===== src/rtl/interval_clock_defines.vh =====
// Purpose: Shared constants for the periodic interval clock block
// Assumes: Register index times four gives the AHB byte address
// Notes: Summary of operation below
`ifndef INTERVAL_CLOCK_DEFINES_VH
`define INTERVAL_CLOCK_DEFINES_VH

// Register indexes; byte address is index times four
`define IDX_CLOCK_GATE 12'hf76
`define IDX_CONTROL 12'hfc8
`define IDX_EVENT_STATUS 12'hfc9
`define IDX_EVENT_MASK 12'hfca
`define IDX_COUNT_VIEW 12'hfcb

// Field positions
`define GATE_ENABLE_BIT 5
`define CTRL_RUN_BIT 0
`define CTRL_SEL_LSB 1
`define CTRL_SEL_MSB 3
`define EV_TICK_BIT 0
`define EV_HALT_BIT 1
`define EV_WIDTH 2

// Reset values
`define CLOCK_GATE_RESET 8'h00
`define SELECT_RESET 3'h0
`define EVENTS_RESET 2'h0

// Counter shape
`define COUNT_WIDTH 15
`define LONGEST_EXP 4'hf

// AHB encodings
`define HSIZE_WORD 3'h2

`endif


===== src/rtl/ahb_reg_port.v =====
// Purpose: AHB-Lite address/data phase tracking for the register file
// Assumes: Zero wait states; hreadyout is always high
// Notes: Reads decode in the address phase, writes land in the data phase
`timescale 1ns/1ps
`default_nettype none
`include "interval_clock_defines.vh"
module ahb_reg_port (
  input wire i_ref_clk,
  input wire i_sys_rst,
  input wire i_hsel,
  input wire [15:0] i_haddr,
  input wire [1:0] i_htrans,
  input wire i_hwrite,
  input wire [2:0] i_hsize,
  input wire i_hready,
  output wire o_rd_req,
  output wire [11:0] o_rd_index,
  output reg o_wr_req,
  output reg [11:0] o_wr_index
);
  // Only aligned whole-word transfers are taken
  wire take;
  assign take = i_hsel & i_htrans[1] & i_hready & (i_hsize == `HSIZE_WORD)
                & (i_haddr[1:0] == 2'h0);
  assign o_rd_req = take & ~i_hwrite;
  assign o_rd_index = i_haddr[13:2];

  // Write address held for the following data phase
  always @(posedge i_ref_clk or posedge i_sys_rst) begin
    if (i_sys_rst) begin
      o_wr_req <= 1'b0;
      o_wr_index <= 12'h000;
    end else begin
      o_wr_req <= take & i_hwrite;
      o_wr_index <= i_haddr[13:2];
    end
  end
endmodule // ahb_reg_port
`default_nettype wire


===== src/rtl/interval_counter.v =====
// Purpose: Free-running binary counter with power-of-two interval tick
// Assumes: i_slow_edge is a one-cycle pulse per slow clock rising edge
// Notes: Tick is registered, one cycle after the edge that completes it
`timescale 1ns/1ps
`default_nettype none
`include "interval_clock_defines.vh"
module interval_counter #(
  parameter CNT_W = `COUNT_WIDTH
) (
  input wire i_ref_clk,
  input wire i_sys_rst,
  input wire i_run,
  input wire i_slow_edge,
  input wire [2:0] i_interval_select,
  output reg [CNT_W-1:0] o_count,
  output reg o_tick
);
  // Exponent 15 for code 0 down to 8 for code 7
  wire [3:0] exp_sel;
  wire [CNT_W-1:0] low_mask;
  wire interval_done;
  assign exp_sel = `LONGEST_EXP - {1'b0, i_interval_select};
  assign low_mask = ~({CNT_W{1'b1}} << exp_sel);
  // All bits below the selected power set: next edge ends the interval
  assign interval_done = &(o_count | ~low_mask);

  // Count while running, clear and hold when stopped
  always @(posedge i_ref_clk or posedge i_sys_rst) begin
    if (i_sys_rst) begin
      o_count <= {CNT_W{1'b0}};
      o_tick <= 1'b0;
    end else if (!i_run) begin
      o_count <= {CNT_W{1'b0}};
      o_tick <= 1'b0;
    end else begin
      o_tick <= i_slow_edge & interval_done;
      if (i_slow_edge) begin
        o_count <= o_count + {{(CNT_W-1){1'b0}}, 1'b1}; // wraps freely
      end
    end
  end
endmodule // interval_counter
`default_nettype wire


===== src/rtl/periodic_interval_clock.v =====
// Purpose: Periodic interval clock with AHB-Lite register access
// Assumes: Slow clock and mode inputs are synchronous to i_ref_clk
// Notes: Slow clock is sampled and edge-detected, not used as a clock
`timescale 1ns/1ps
`default_nettype none
`include "interval_clock_defines.vh"
module periodic_interval_clock #(
  parameter CNT_W = `COUNT_WIDTH
) (
  input wire i_ref_clk,
  input wire i_sys_rst,
  // AHB-Lite slave
  input wire i_hsel,
  input wire [15:0] i_haddr,
  input wire [1:0] i_htrans,
  input wire i_hwrite,
  input wire [2:0] i_hsize,
  input wire [31:0] i_hwdata,
  input wire i_hready,
  output reg [31:0] o_hrdata,
  output wire o_hreadyout,
  output wire o_hresp,
  // Slow clock and power modes
  input wire i_low_freq_clk,
  input wire i_low_freq_osc_enable,
  input wire i_stop_mode,
  input wire i_deepest_sleep_mode,
  // Results
  output wire o_periodic_interrupt_request,
  output wire o_interval_clock_gate_enable,
  output reg o_irq
);

  // Register state
  reg [7:0] clock_gate_reg;
  reg [7:0] clock_gate_next;
  reg interval_run_reg;
  reg interval_run_next;
  reg [2:0] interval_select_reg;
  reg [2:0] interval_select_next;
  reg [`EV_WIDTH-1:0] event_status_reg;
  reg [`EV_WIDTH-1:0] event_status_next;
  reg [`EV_WIDTH-1:0] event_mask_reg;
  reg [`EV_WIDTH-1:0] event_mask_next;
  reg slow_prev_reg;
  reg [31:0] read_next;

  // Bus front end signals
  wire rd_req;
  wire [11:0] rd_index;
  wire wr_req;
  wire [11:0] wr_index;

  // Counter signals
  wire [CNT_W-1:0] count_value;
  wire interval_tick;

  // Derived controls
  wire gate_enable;
  wire halt_request;
  wire count_enable;
  wire slow_edge;
  wire wr_gate;
  wire wr_control;
  wire wr_status;
  wire wr_mask;
  wire wr_run;
  wire [2:0] wr_select;
  wire halt_event;
  wire [`EV_WIDTH-1:0] event_set;

  // Zero wait states and always OKAY keep the slave simple
  assign o_hreadyout = 1'b1;
  assign o_hresp = 1'b0;

  ahb_reg_port u_port (
    .i_ref_clk(i_ref_clk),
    .i_sys_rst(i_sys_rst),
    .i_hsel(i_hsel),
    .i_haddr(i_haddr),
    .i_htrans(i_htrans),
    .i_hwrite(i_hwrite),
    .i_hsize(i_hsize),
    .i_hready(i_hready),
    .o_rd_req(rd_req),
    .o_rd_index(rd_index),
    .o_wr_req(wr_req),
    .o_wr_index(wr_index)
  );

  // Gate enable models the base clock switch of the block
  assign gate_enable = clock_gate_reg[`GATE_ENABLE_BIT];
  assign o_interval_clock_gate_enable = gate_enable;

  // Any of these leaves the slow clock unusable for the block
  assign halt_request = ~i_low_freq_osc_enable | i_stop_mode
                        | i_deepest_sleep_mode;

  // Counting needs the gate, the run bit and a live slow clock
  assign count_enable = gate_enable & interval_run_reg & ~halt_request;

  // Rising edge of the sampled slow clock
  assign slow_edge = i_low_freq_clk & ~slow_prev_reg;

  always @(posedge i_ref_clk or posedge i_sys_rst) begin
    if (i_sys_rst) begin
      slow_prev_reg <= 1'b0;
    end else begin
      slow_prev_reg <= i_low_freq_clk;
    end
  end

  interval_counter #(
    .CNT_W(CNT_W)
  ) u_counter (
    .i_ref_clk(i_ref_clk),
    .i_sys_rst(i_sys_rst),
    .i_run(count_enable),
    .i_slow_edge(slow_edge),
    .i_interval_select(interval_select_reg),
    .o_count(count_value),
    .o_tick(interval_tick)
  );

  // One-cycle pulse per completed interval
  assign o_periodic_interrupt_request = interval_tick;

  // Write decode, data phase
  assign wr_gate = wr_req & (wr_index == `IDX_CLOCK_GATE);
  // Control ignores writes while the base clock is cut
  assign wr_control = wr_req & (wr_index == `IDX_CONTROL) & gate_enable;
  assign wr_status = wr_req & (wr_index == `IDX_EVENT_STATUS);
  assign wr_mask = wr_req & (wr_index == `IDX_EVENT_MASK);
  assign wr_run = i_hwdata[`CTRL_RUN_BIT];
  assign wr_select = i_hwdata[`CTRL_SEL_MSB:`CTRL_SEL_LSB];

  // Hardware stop of a running block
  assign halt_event = interval_run_reg & halt_request;

  // Events that set sticky status bits
  assign event_set = {halt_event, interval_tick};

  // Power-saving register: every bit plain read/write
  always @* begin
    clock_gate_next = clock_gate_reg;
    if (wr_gate) begin
      clock_gate_next = i_hwdata[7:0];
    end
  end

  // Run bit and interval select
  always @* begin
    interval_run_next = interval_run_reg;
    interval_select_next = interval_select_reg;
    if (wr_control) begin
      if (!interval_run_reg) begin
        // Stopped: select loads, with or without a start
        interval_select_next = wr_select;
      end
      // While running the select write is dropped, old value stays
      interval_run_next = wr_run;
    end
    // Halt beats software start; select is kept
    if (halt_request) begin
      interval_run_next = 1'b0;
    end
  end

  // Sticky events, write one to clear; a new event beats the clear
  always @* begin
    event_status_next = event_status_reg;
    if (wr_status) begin
      event_status_next = event_status_reg & ~i_hwdata[`EV_WIDTH-1:0];
    end
    event_status_next = event_status_next | event_set;
  end

  // Event mask
  always @* begin
    event_mask_next = event_mask_reg;
    if (wr_mask) begin
      event_mask_next = i_hwdata[`EV_WIDTH-1:0];
    end
  end

  // State registers
  always @(posedge i_ref_clk or posedge i_sys_rst) begin
    if (i_sys_rst) begin
      clock_gate_reg <= `CLOCK_GATE_RESET;
      interval_run_reg <= 1'b0;
      interval_select_reg <= `SELECT_RESET;
      event_status_reg <= `EVENTS_RESET;
      event_mask_reg <= `EVENTS_RESET;
    end else begin
      clock_gate_reg <= clock_gate_next;
      interval_run_reg <= interval_run_next;
      interval_select_reg <= interval_select_next;
      event_status_reg <= event_status_next;
      event_mask_reg <= event_mask_next;
    end
  end

  // Interrupt line from a flop; updates on the same edge as the status bit
  always @(posedge i_ref_clk or posedge i_sys_rst) begin
    if (i_sys_rst) begin
      o_irq <= 1'b0;
    end else begin
      o_irq <= |(event_status_next & event_mask_next);
    end
  end

  // Read mux; unmapped indexes read zero
  always @* begin
    read_next = 32'h0000_0000;
    if (rd_index == `IDX_CLOCK_GATE) begin
      read_next[7:0] = clock_gate_reg;
    end else if (rd_index == `IDX_CONTROL) begin
      // Upper nibble and bits above stay zero
      read_next[`CTRL_RUN_BIT] = interval_run_reg;
      read_next[`CTRL_SEL_MSB:`CTRL_SEL_LSB] = interval_select_reg;
    end else if (rd_index == `IDX_EVENT_STATUS) begin
      read_next[`EV_WIDTH-1:0] = event_status_reg;
    end else if (rd_index == `IDX_EVENT_MASK) begin
      read_next[`EV_WIDTH-1:0] = event_mask_reg;
    end else if (rd_index == `IDX_COUNT_VIEW) begin
      read_next[CNT_W-1:0] = count_value;
    end
  end

  // Read data captured in the address phase, shown in the data phase
  always @(posedge i_ref_clk or posedge i_sys_rst) begin
    if (i_sys_rst) begin
      o_hrdata <= 32'h0000_0000;
    end else if (rd_req) begin
      o_hrdata <= read_next;
    end
  end

endmodule // periodic_interval_clock
`default_nettype wire


===== config.mk =====
export PLATFORM = sky130hd
export DESIGN_NAME = periodic_interval_clock
export DESIGN_NICKNAME = d
export VERILOG_FILES = /design/src/rtl/ahb_reg_port.v /design/src/rtl/interval_counter.v /design/src/rtl/periodic_interval_clock.v
export VERILOG_INCLUDE_DIRS = /design/src /design/src/rtl
export SDC_FILE = /design/constraint.sdc
export NUM_CORES = 1
export LEC_CHECK = 0
export BUFFER_PORTS_ARGS = -buffer_cell sky130_fd_sc_hd__buf_4
export CAP_MARGIN = 20
export CORE_AREA = 2 2 95 97
export CTS_CLUSTER_DIAMETER = 100
export DETAILED_ROUTE_END_ITERATION = 12
export DIE_AREA = 0 0 97 99
export GPL_TIMING_DRIVEN = 0
export PLACE_DENSITY = 0.67
export SLEW_MARGIN = 30
export SYNTH_ARGS = -nofsm -noshare
export SYNTH_HDL_FRONTEND = slang
export SYNTH_SLANG_ARGS = --single-unit

===== constraint.sdc =====
create_clock -name i_ref_clk -period 2.4 [get_ports i_ref_clk]
set_input_delay 0.6 -clock i_ref_clk [delete_from_list [all_inputs] [get_ports i_ref_clk]]
set_output_delay 0.6 -clock i_ref_clk [all_outputs]
set_load 0.1 [all_outputs]

==> results of run 1 <==
[cell type report]
class | instances | area, sq um
plain buffers | 24 | 178
fillers | 799 | 4840
repair buffers | 53 | 418
well taps | 108 | 135
flip-flops and latches | 62 | 1550
clock buffers | 11 | 131
clock inverters | 5 | 50.0
multi-input cells | 170 | 1210
inverters | 9 | 36.3
[cells by family (layout without fill, tap and decap cells)]
family / after synthesis / in the layout / share of synthesized area
and+or+nand+nor: 84 / 84 / 0.190
DFF: 62 / 62 / 0.533
AOI/OAI and AO/OA: 36 / 36 / 0.0860
xor gates and xnor gates: 13 / 13 / 0.0391
other: 2 / 19 / 0.00258
muxes: 17 / 17 / 0.0727
adders and majority gates: 1 / 1 / 0.00430
buffers and inverters: 33 / 102 / 0.0727
[worst max path at each step]
stage	from	end	depth (start not counted)
2_1_floorplan	i_sys_rst	clock_gate_reg[0]	1
3_3_place_gp	i_sys_rst	o_irq	2
3_5_place_dp	i_stop_mode	u_counter.o_tick	5
4_1_cts	u_counter.o_count[0]	u_counter.o_tick	6
5_1_grt	u_counter.o_count[0]	u_counter.o_tick	6
6_report	clock_gate_reg[5]	o_interval_clock_gate_enable	1
[cell usage after synthesis, drive strengths merged (4+ instances only)]
master | count | area [sq um]
a22o | 9 | 78.8
nand4 | 8 | 56.3
a21oi | 12 | 60.1
mux2 | 13 | 146
o21ai | 5 | 25.0
nor3 | 9 | 66.3
nand3 | 8 | 57.6
a221oi | 4 | 35.0
xnor2 | 8 | 70.1
dfrtp | 62 | 1550
nor2 | 22 | 95.1
inv | 9 | 33.8
buf | 22 | 170
nand2 | 13 | 48.8
xor2 | 5 | 43.8
[power by group through the flow]
| stage | clock network, mW | registers [mW] | logic [mW] |
|---|---|---|---|
| final | 0.871 | 1.08 | 0.325 |
| after global routing | 0.928 | 1.08 | 0.340 |
| after CTS | 0.888 | 1.08 | 0.326 |
| after detailed placement | 0 | 1.10 | 0.326 |
| after global placement | 0 | 1.10 | 0.317 |
| after floorplan | 0 | 1.15 | 0.197 |
[placed cells by master (no fill, tap or decap), drive strengths merged, types with 8 or more instances in the layout]
cell type,synthesis,layout
nor3,9,9
nor2,22,22
nand3,8,8
a22o,9,9
dfrtp,62,62
clkbuf,2,13
xnor2,8,8
nand2,13,13
inv,9,9
conb,2,19
nand4,8,8
mux2,13,13
a21oi,12,12
buf,22,75
[metrics by stage]
step | total power, mW | setup slack (ps) | instance area, sq um | hold WS [ps] | std cells
floorplan | 1.34 | 259 | 2970 | 465 | 265
global placement | 1.42 | -459 | 3500 | 472 | 425
detailed placement | 1.43 | 387 | 3530 | 482 | 426
CTS | 2.30 | 621 | 3710 | 167 | 442
global route | 2.35 | 519 | 3710 | 177 | 442
finish | 2.28 | 632 | 3710 | 166 | 442
[per-layer routing]
metal | up-vias | track usage | wire length (um)
met4 | 0 | 0.0758 | 153
li1 | 1002 | - | -
met2 | 56 | 0.229 | 3200
met5 | - | 0 | 0
met3 | 12 | 0.0355 | 271
met1 | 1029 | 0.169 | 2660
==> impl_metrics.csv, run 1 <==
group,metric,value,unit
run_status,status,"finished clean",
floorplan,io_pins,99,
global_route,grt_pass1_wl,10500,um
power_and_ir_drop,swShare,0.285,
critical_path,ff2ff_path_depth,6,
sta,slew_headroom,0.674,
routing,vias_per_cell,4.75,
power_and_ir_drop,power_frac_clock,0.382,
sta,rsz0062_at_grt,"no",
sta,fmax,566,MHz
place,port_buffers,52,
layout,utilization,0.434,
clock_tree,cts_buffers,9,
power_and_ir_drop,power_frac_comb,0.143,
routing,remaining_drc_errors,0,
min_path,hold_path_class,"primary input to async pin",
power_and_ir_drop,p_sw,0.649,mW
floorplan,die-width,97,um
sta,period_share,0.737,
synth,syn_area_per_cell,11.7,sq um
sta,drv_slew,0,
layout,synthToLayoutAreaGrowth,27.5,%
routing,drt-pass1-iter-count,4,
power_and_ir_drop,powerDensity,614,nW/um^2
critical_path,crit_fanout,5,
layout,drive_gt1_frac,0.368,
critical_path,crit_family,"flip-flops",
floorplan,rows,34,
critical_path,arrival,1170,ps
sta,finClkSkew,8.93,ps
critical_path,path_buf_inv,1,
synth,synth_top_flop_cell,"dfrtp_1",
clock_tree,path_clk_slew,70,ps
clock_tree,cts_hold_buf,0,
critical_path,timing.rr.end,"u_counter.o_tick",
power_and_ir_drop,intPower,1.63,mW
layout,diodes,0,
clock_tree,post_cts_buffers,0,
global_route,grt_pass1_vias,2107,
place,gp_congestion,0.818,
global_route,grt_antenna_before_repair,0,
clock_tree,clk_latency,350,ps
synth,async_flop_share,1.00,
critical_path,r2r-start,"u_counter.o_count[0]",
power_and_ir_drop,vdd_drop_max,0.204,mV
global_route,grt_usage,0.139,
sta,hold_viol,0,
critical_path,r2r_slack,630,ps
synth,synth.distinct_cells,51,
sta,period_needed,1770,ps
critical_path,endpoint_kind,"output pin",
global_route,grt-ovfl-total,0,
routing,vias,2099,
clock_tree,htreeDepth,3,
synth,synth_cells,248,
routing,first_iter_violations,81,
sta,tightest_slew,482,ps
critical_path,cp_slowest_cell,"dfrtp_1",
clock_tree,cts_root_buffer,"clkbuf_8",
clock_tree,cts_tree,"done",
synth,yosysWarningCount,0,
synth,ys_seq_elements,62,
critical_path,max_stage_delay,480,ps
place,post-dp-hpwl,4820,um
power_and_ir_drop,p_leak,1.73,nW
synth,netlist_area,2910,sq um
critical_path,worstSetupPathType,"flop to output pin",
flow_run,cap_violations,0,
critical_path,crit_chain,"buf_4",
critical_path,cp-start-kind,"flop",
routing,routedWlPerCell,14.2,um
routing,detail-route-antenna-nets,0,
floorplan,core,8550,sq um
layout,reg_top3,"o_hrdata: 15 flops, u_counter.o_count: 15 flops, u_port.o_wr_index: 12 flops",
synth,ys_seq_area_frac,0.533,
clock_tree,cts_sinks,62,
power_and_ir_drop,pwr-share-seq,0.475,
floorplan,start_util,0.340,
routing,wl,6280,um
synth,synth_edf_count,0,
floorplan,dieHeight,99,um
global_route,grt_max_degree,49,
layout,finalNetCount,392,
floorplan,dieArea,9600,sq um
sta,setup_viol,0,
clock_tree,cts_resized,0,
critical_path,crit_required,1800,ps
sta,fin_tns_setup,0,ps
clock_tree,cts_max_path_buffers,2,
Note: power is estimated with default switching activity, not from simulation.
==> run 2, diff against run 1 <==
--- a/config.mk
+++ b/config.mk
@@ -6,14 +6,15 @@
 export SDC_FILE = /design/constraint.sdc
 export NUM_CORES = 1
 export LEC_CHECK = 0
+export ABC_AREA = 1
 export BUFFER_PORTS_ARGS = -buffer_cell sky130_fd_sc_hd__buf_4
 export CAP_MARGIN = 20
-export CORE_AREA = 2 2 95 97
+export CORE_AREA = 2 2 100 102
 export CTS_CLUSTER_DIAMETER = 100
 export DETAILED_ROUTE_END_ITERATION = 12
-export DIE_AREA = 0 0 97 99
+export DIE_AREA = 0 0 102 104
 export GPL_TIMING_DRIVEN = 0
-export PLACE_DENSITY = 0.67
+export PLACE_DENSITY = 0.66
 export SLEW_MARGIN = 30
 export SYNTH_ARGS = -nofsm -noshare
 export SYNTH_HDL_FRONTEND = slang
==> constraint.sdc (replaced) <==
create_clock -name i_ref_clk -period 1.75 [get_ports i_ref_clk]
set_input_delay 0.4375 -clock i_ref_clk [delete_from_list [all_inputs] [get_ports i_ref_clk]]
set_output_delay 0.4375 -clock i_ref_clk [all_outputs]
set_load 0.1 [all_outputs]
==> run 2 against run 1 <==
Effect of this change: count of clock-buffer cells in the layout is 1 lower; critical path depth increased by 7; global-route usage is 0.45 points higher; clock skew is 3.7 ps lower; core utilization rose by 0.59 points; register-to-register slack got worse by 440 ps; non-clock buffer count stayed put; critical path type is now flop to flop; critical endpoint is now u_counter.o_count[12]; highest routed layer unchanged.
==> impl_metrics.csv, run 2 <==
group,metric,value,unit
critical_path,timing.rr.end,"u_counter.o_count[12]",
clock_tree,cts_tree,"done",
layout,reg_top3,"o_hrdata: 15 flops, u_counter.o_count: 15 flops, u_port.o_wr_index: 12 flops",
floorplan,dieArea,10600,sq um
synth,ys_seq_elements,62,
synth,netlist_area,3270,sq um
routing,vias_per_cell,4.43,
global_route,grt_pass1_vias,2523,
routing,detail-route-antenna-nets,0,
synth,synth_top_area_frac,0.474,
routing,routedWlPerCell,12.0,um
critical_path,worstSetupPathType,"flop to flop",
sta,finClkSkew,5.27,ps
global_route,grt_max_degree,29,
floorplan,rows,36,
floorplan,die-width,102,um
layout,most-common-layout-cells,"nand2_1 (98), buf_4 (72), dfrtp_1 (61)",
power_and_ir_drop,vdd_drop_max,0.323,mV
routing,first_iter_violations,149,
routing,wl,7330,um
power_and_ir_drop,powerDensity,836,nW/um^2
clock_tree,cts_sinks,62,
floorplan,io_pins,99,
critical_path,critPathLaunch,"u_counter.o_count[1]",
critical_path,max_stage_delay,430,ps
global_route,grt_antenna_before_repair,0,
sta,fin_tns_setup,0,ps
sta,fmax,642,MHz
layout,synthToLayoutAreaGrowth,28.3,%
critical_path,arrival,1790,ps
critical_path,cp.depth,8,
global_route,grt_usage,0.144,
run_status,status,"finished clean",
synth,synth.most_common_cell,"nand2_1",
floorplan,core,9550,sq um
critical_path,r2r-start,"u_counter.o_count[1]",
critical_path,crit_required,1980,ps
clock_tree,cts_buffers,9,
routing,drt-pass1-iter-count,4,
clock_tree,post_cts_buffers,0,
clock_tree,cts_max_path_buffers,2,
layout,finalNetCount,537,
global_route,grt_pass1_wl,12000,um
clock_tree,htreeDepth,3,
flow_run,cap_violations,0,
min_path,hold_path_class,"primary input to async pin",
synth,synth.distinct_cells,37,
synth,ys_seq_area_frac,0.474,
floorplan,start_util,0.343,
global_route,grt-ovfl-total,0,
critical_path,ff2ff_path_depth,8,
sta,period_share,0.890,
critical_path,endpoint_kind,"flop",
critical_path,crit_fanout,4,
sta,period_needed,1560,ps
routing,remaining_drc_errors,0,
synth,synth_edf_count,0,
critical_path,crit_chain,"ha_1, nand3_2, nor2_2, nand2_1, nor2_2, nand3_1, nor2_2, a21oi_1",
layout,diodes,0,
synth,synthTopCellsByArea,"dfrtp_1 (47%), nand2_1 (11%), inv_1 (5.4%)",
synth,synth_top_flop_cell,"dfrtp_1",
synth,syn_area_per_cell,8.35,sq um
clock_tree,clk_latency,340,ps
sta,setup_viol,0,
layout,layout_commonest_cell,"nand2_1",
power_and_ir_drop,p_leak,2.13,nW
synth,ys_top_cells_by_count,"nand2_1 (98), dfrtp_1 (62), inv_1 (47)",
clock_tree,cts_hold_buf,0,
synth,synth_area_leader_cell,"dfrtp_1",
place,gp_congestion,0.828,
synth,yosysWarningCount,0,
place,post-dp-hpwl,5750,um
critical_path,critPathCapture,"u_counter.o_count[12]",
layout,drive_gt1_frac,0.296,
clock_tree,cts_resized,0,
layout,fillers,972,
synth,synth_cells,392,
critical_path,cp_slowest_cell,"dfrtp_1",
power_and_ir_drop,total_power,3.51,mW
critical_path,path_buf_inv,0,
routing,vias,2710,
critical_path,path_common_cell,"nor2_2",
critical_path,crit_family,"simple AND/OR/NAND/NOR gates",
clock_tree,path_clk_slew,70,ps
sta,hold_viol,0,
synth,async_flop_share,1.00,
floorplan,dieHeight,104,um
sta,rsz0062_at_grt,"no",
sta,drv_slew,0,
clock_tree,cts_root_buffer,"clkbuf_8",
place,port_buffers,52,
critical_path,cp-start-kind,"flop",
critical_path,r2r_slack,190,ps
run 2: changes by cell type in the layout (fill, tap and decap cells not counted), sizes merged, moves of 12 or more:
cell,previous run,this run
nand2,13,103
mux2,13,0
inv,9,58
o21ai,5,31
nand3,8,20
nor2,22,34
run 2: per-stage QoR:
step                      hold slack (ps)  setup slack, ps  utilization  instances  area (sq um)
after floorplan                       459              227            -        409          3340
after global placement                464              111        0.408        594          3900
after detailed placement              413              112        0.412        596          3940
after CTS                            42.8              186        0.440        612          4200
after global routing                 63.4             53.3        0.440        612          4200
final                                43.3              193        0.440        612          4200
run 2: worst min-delay path by stage:
stage / endpoint / depth (start not counted)
after floorplan: clock_gate_reg[4] / 2
after global placement: o_hrdata[3] / 2
after detailed placement: u_port.o_wr_index[5] / 2
after CTS: o_hrdata[0] / 2
after global routing: u_port.o_wr_index[6] / 2
final: o_hrdata[0] / 2
run 2: per-layer routing:
| metal | routed length [um] | vias up | GRT usage |
|---|---|---|---|
| li1 | - | 1386 | - |
| met4 | 117 | 0 | 0.0629 |
| met3 | 393 | 8 | 0.0235 |
| met5 | 0 | - | 0 |
| met2 | 3400 | 78 | 0.221 |
| met1 | 3410 | 1238 | 0.199 |
run 2: area by class of cell:
class | instances | area, sq um | share of cell area
sequential | 62 | 1550 | 0.370
multi-input combinational | 264 | 1390 | 0.330
timing repair buffer | 54 | 430 | 0.102
inverter | 60 | 231 | 0.0551
buffer | 23 | 171 | 0.0408
tap | 133 | 166 | 0.0396
clock inverter | 6 | 134 | 0.0319
clock buffer | 10 | 128 | 0.0304
run 2: report_power, final:
group / internal, mW / switching, mW
combinational: 0.108 / 0.288
sequential: 1.45 / 0.00706
clock: 1.09 / 0.569
total: 2.65 / 0.864
run 2: logic make-up (layout without fill, tap and decap cells):
family | count (synthesis) | count (layout) | synth area share
AO/OA/AOI/OAI | 47 | 47 | 0.0772
XOR/XNOR | 1 | 1 | 0.00268
adder cells (fa/ha/maj) | 1 | 1 | 0.00382
buffers and inverters | 83 | 153 | 0.122
flip-flops | 62 | 62 | 0.474
other | 2 | 19 | 0.00229
AND/OR/NAND/NOR | 196 | 196 | 0.318
==> run 3, diff against run 2 <==
--- a/config.mk
+++ b/config.mk
@@ -7,14 +7,14 @@
 export NUM_CORES = 1
 export LEC_CHECK = 0
 export ABC_AREA = 1
-export BUFFER_PORTS_ARGS = -buffer_cell sky130_fd_sc_hd__buf_4
 export CAP_MARGIN = 20
 export CORE_AREA = 2 2 100 102
 export CTS_CLUSTER_DIAMETER = 100
 export DETAILED_ROUTE_END_ITERATION = 12
 export DIE_AREA = 0 0 102 104
+export DONT_BUFFER_PORTS = 1
 export GPL_TIMING_DRIVEN = 0
-export PLACE_DENSITY = 0.66
+export PLACE_DENSITY = 0.46
 export SLEW_MARGIN = 30
 export SYNTH_ARGS = -nofsm -noshare
 export SYNTH_HDL_FRONTEND = slang
==> run 3 against run 2 <==
Effect of this change: non-clock buffer count fell by 51; via count fell by 7.2%; first-iteration DRC count down 42%; hold slack better by 66 ps; sequential cell count unchanged; design area decreased by 11%; core utilization decreased by 4.7 points; critical endpoint is now o_irq; highest routed layer unchanged.
==> impl_metrics.csv, run 3 (same netlist as run 2, synthesis figures left out) <==
group,metric,value,unit
critical_path,crit_required,1310,ps
critical_path,r2r_slack,70,ps
layout,utilization,0.393,
global_route,grt_pass1_wl,12700,um
place,gp_congestion,0.826,
clock_tree,htreeDepth,3,
sta,setup_viol,0,
sta,slew_headroom,0.422,
sta,fmax,591,MHz
sta,tightest_slew,868,ps
flow_run,cap_violations,0,
critical_path,worstSetupPathType,"flop to output pin",
clock_tree,post_cts_buffers,0,
global_route,grt-ovfl-total,0,
critical_path,arrival,1260,ps
power_and_ir_drop,p_leak,1.80,nW
critical_path,endpoint_kind,"output pin",
place,port_buffers,0,
place,post-dp-hpwl,5990,um
routing,remaining_drc_errors,0,
power_and_ir_drop,vdd_drop_max,0.255,mV
routing,routedWlPerCell,13.7,um
global_route,grt_max_degree,28,
sta,fin_tns_setup,0,ps
floorplan,dieArea,10600,sq um
sta,drv_slew,0,
clock_tree,cts_max_path_buffers,2,
layout,fin_area,3750,sq um
min_path,hold_path_class,"primary input to flop",
layout,most-common-layout-cells,"nand2_1 (98), inv_1 (46), dfrtp_1 (45)",
clock_tree,cts_tree,"done",
routing,vias_per_cell,4.48,
clock_tree,cts_sinks,62,
critical_path,cp-start-kind,"flop",
clock_tree,path_clk_slew,80,ps
clock_tree,cts_root_buffer,"clkbuf_8",
sta,period_share,0.967,
power_and_ir_drop,powerDensity,776,nW/um^2
layout,reg_top3,"o_hrdata: 15 flops, u_counter.o_count: 15 flops, u_port.o_wr_index: 12 flops",
routing,detail-route-antenna-nets,0,
sta,period_needed,1690,ps
floorplan,rows,36,
sta,finClkSkew,10.4,ps
layout,finalNetCount,486,
routing,first_iter_violations,86,
layout,diodes,0,
routing,vias,2514,
layout,layout_commonest_cell,"nand2_1",
global_route,grt_pass1_vias,2472,
sta,rsz0062_at_grt,"yes",
layout,synthToLayoutAreaGrowth,14.6,%
floorplan,io_pins,99,
global_route,grt_usage,0.158,
global_route,grt_antenna_before_repair,0,
clock_tree,cts_buffers,9,
floorplan,dieHeight,104,um
floorplan,core,9550,sq um
sta,hold_viol,0,
routing,drt-pass1-iter-count,4,
routing,wl,7700,um
floorplan,start_util,0.343,
critical_path,crit_fanout,1,
clock_tree,clk_latency,350,ps
floorplan,die-width,102,um
run_status,status,"finished clean",
place,placed_area,3550,sq um
layout,drive_gt1_frac,0.248,
-- run 3: final cells by class --
| class | count | area [sq um] |
|---|---|---|
| Buffer | 23 | 171 |
| Sequential cell | 62 | 1580 |
| Tap cell | 133 | 166 |
| Multi-Input combinational cell | 264 | 1390 |
| Timing Repair Buffer | 3 | 50.0 |
| Clock inverter | 4 | 22.5 |
| Fill cell | 1045 | 5800 |
| Inverter | 60 | 231 |
| Clock buffer | 12 | 145 |
-- run 3: worst paths after layout --
check | from | to | cells past startpoint
worst max-delay path | o_irq | o_irq | 0
worst min-delay path | i_low_freq_clk | slow_prev_reg | 0
worst max register to register | clock_gate_reg[5] | u_counter.o_count[1] | 5
worst min register to register | clock_gate_reg[6] | clock_gate_reg[6] | 2
max in group asynchronous | i_sys_rst | o_hrdata[6] | 4
min in group asynchronous | i_sys_rst | u_port.o_wr_index[11] | 2
-- run 3: report_power, final --
| group | switching, mW | internal (mW) | total, mW |
|---|---|---|---|
| Combinational | 0.266 | 0.0622 | 0.328 |
| Sequential | 0.00717 | 1.45 | 1.46 |
| Clock | 0.580 | 0.546 | 1.13 |
-- run 3: timing repair --
| action | CTS | global route |
|---|---|---|
| gates resized for setup | 3 | 16 |
| hold buffers | 1 | 0 |
| hold endpoints to repair | 9 | 0 |
| pin swaps | 0 | 1 |
| cloned | 0 | 0 |
| endpoints found under the setup margin | 14 | 21 |
-- run 3: metrics by stage --
stage	setup slack (ps)	hold slack [ps]	cells	total power, mW
floorplan	227	459	409	1.78
global placement	-51.1	469	542	1.80
detailed placement	-90.6	269	544	1.81
CTS	1.36	101	561	2.94
global route	-0.723	89.5	561	3.03
finish	57.3	109	561	2.91
-- run 3: metal layers --
layer	up-vias	GRT usage	wire length [um]
met5	-	0	0
met4	0	0.0562	123
met3	10	0.0504	489
met2	70	0.219	3160
met1	1149	0.231	3930
li1	1285	-	-
-- run 3: worst register-to-register path, cell delays in order, from the launching register on --
cell     delay, ps
dfrtp_4        630
inv_2          130
nor3_4         390
nand2_2        160
a31oi_1        200
inv_1           60
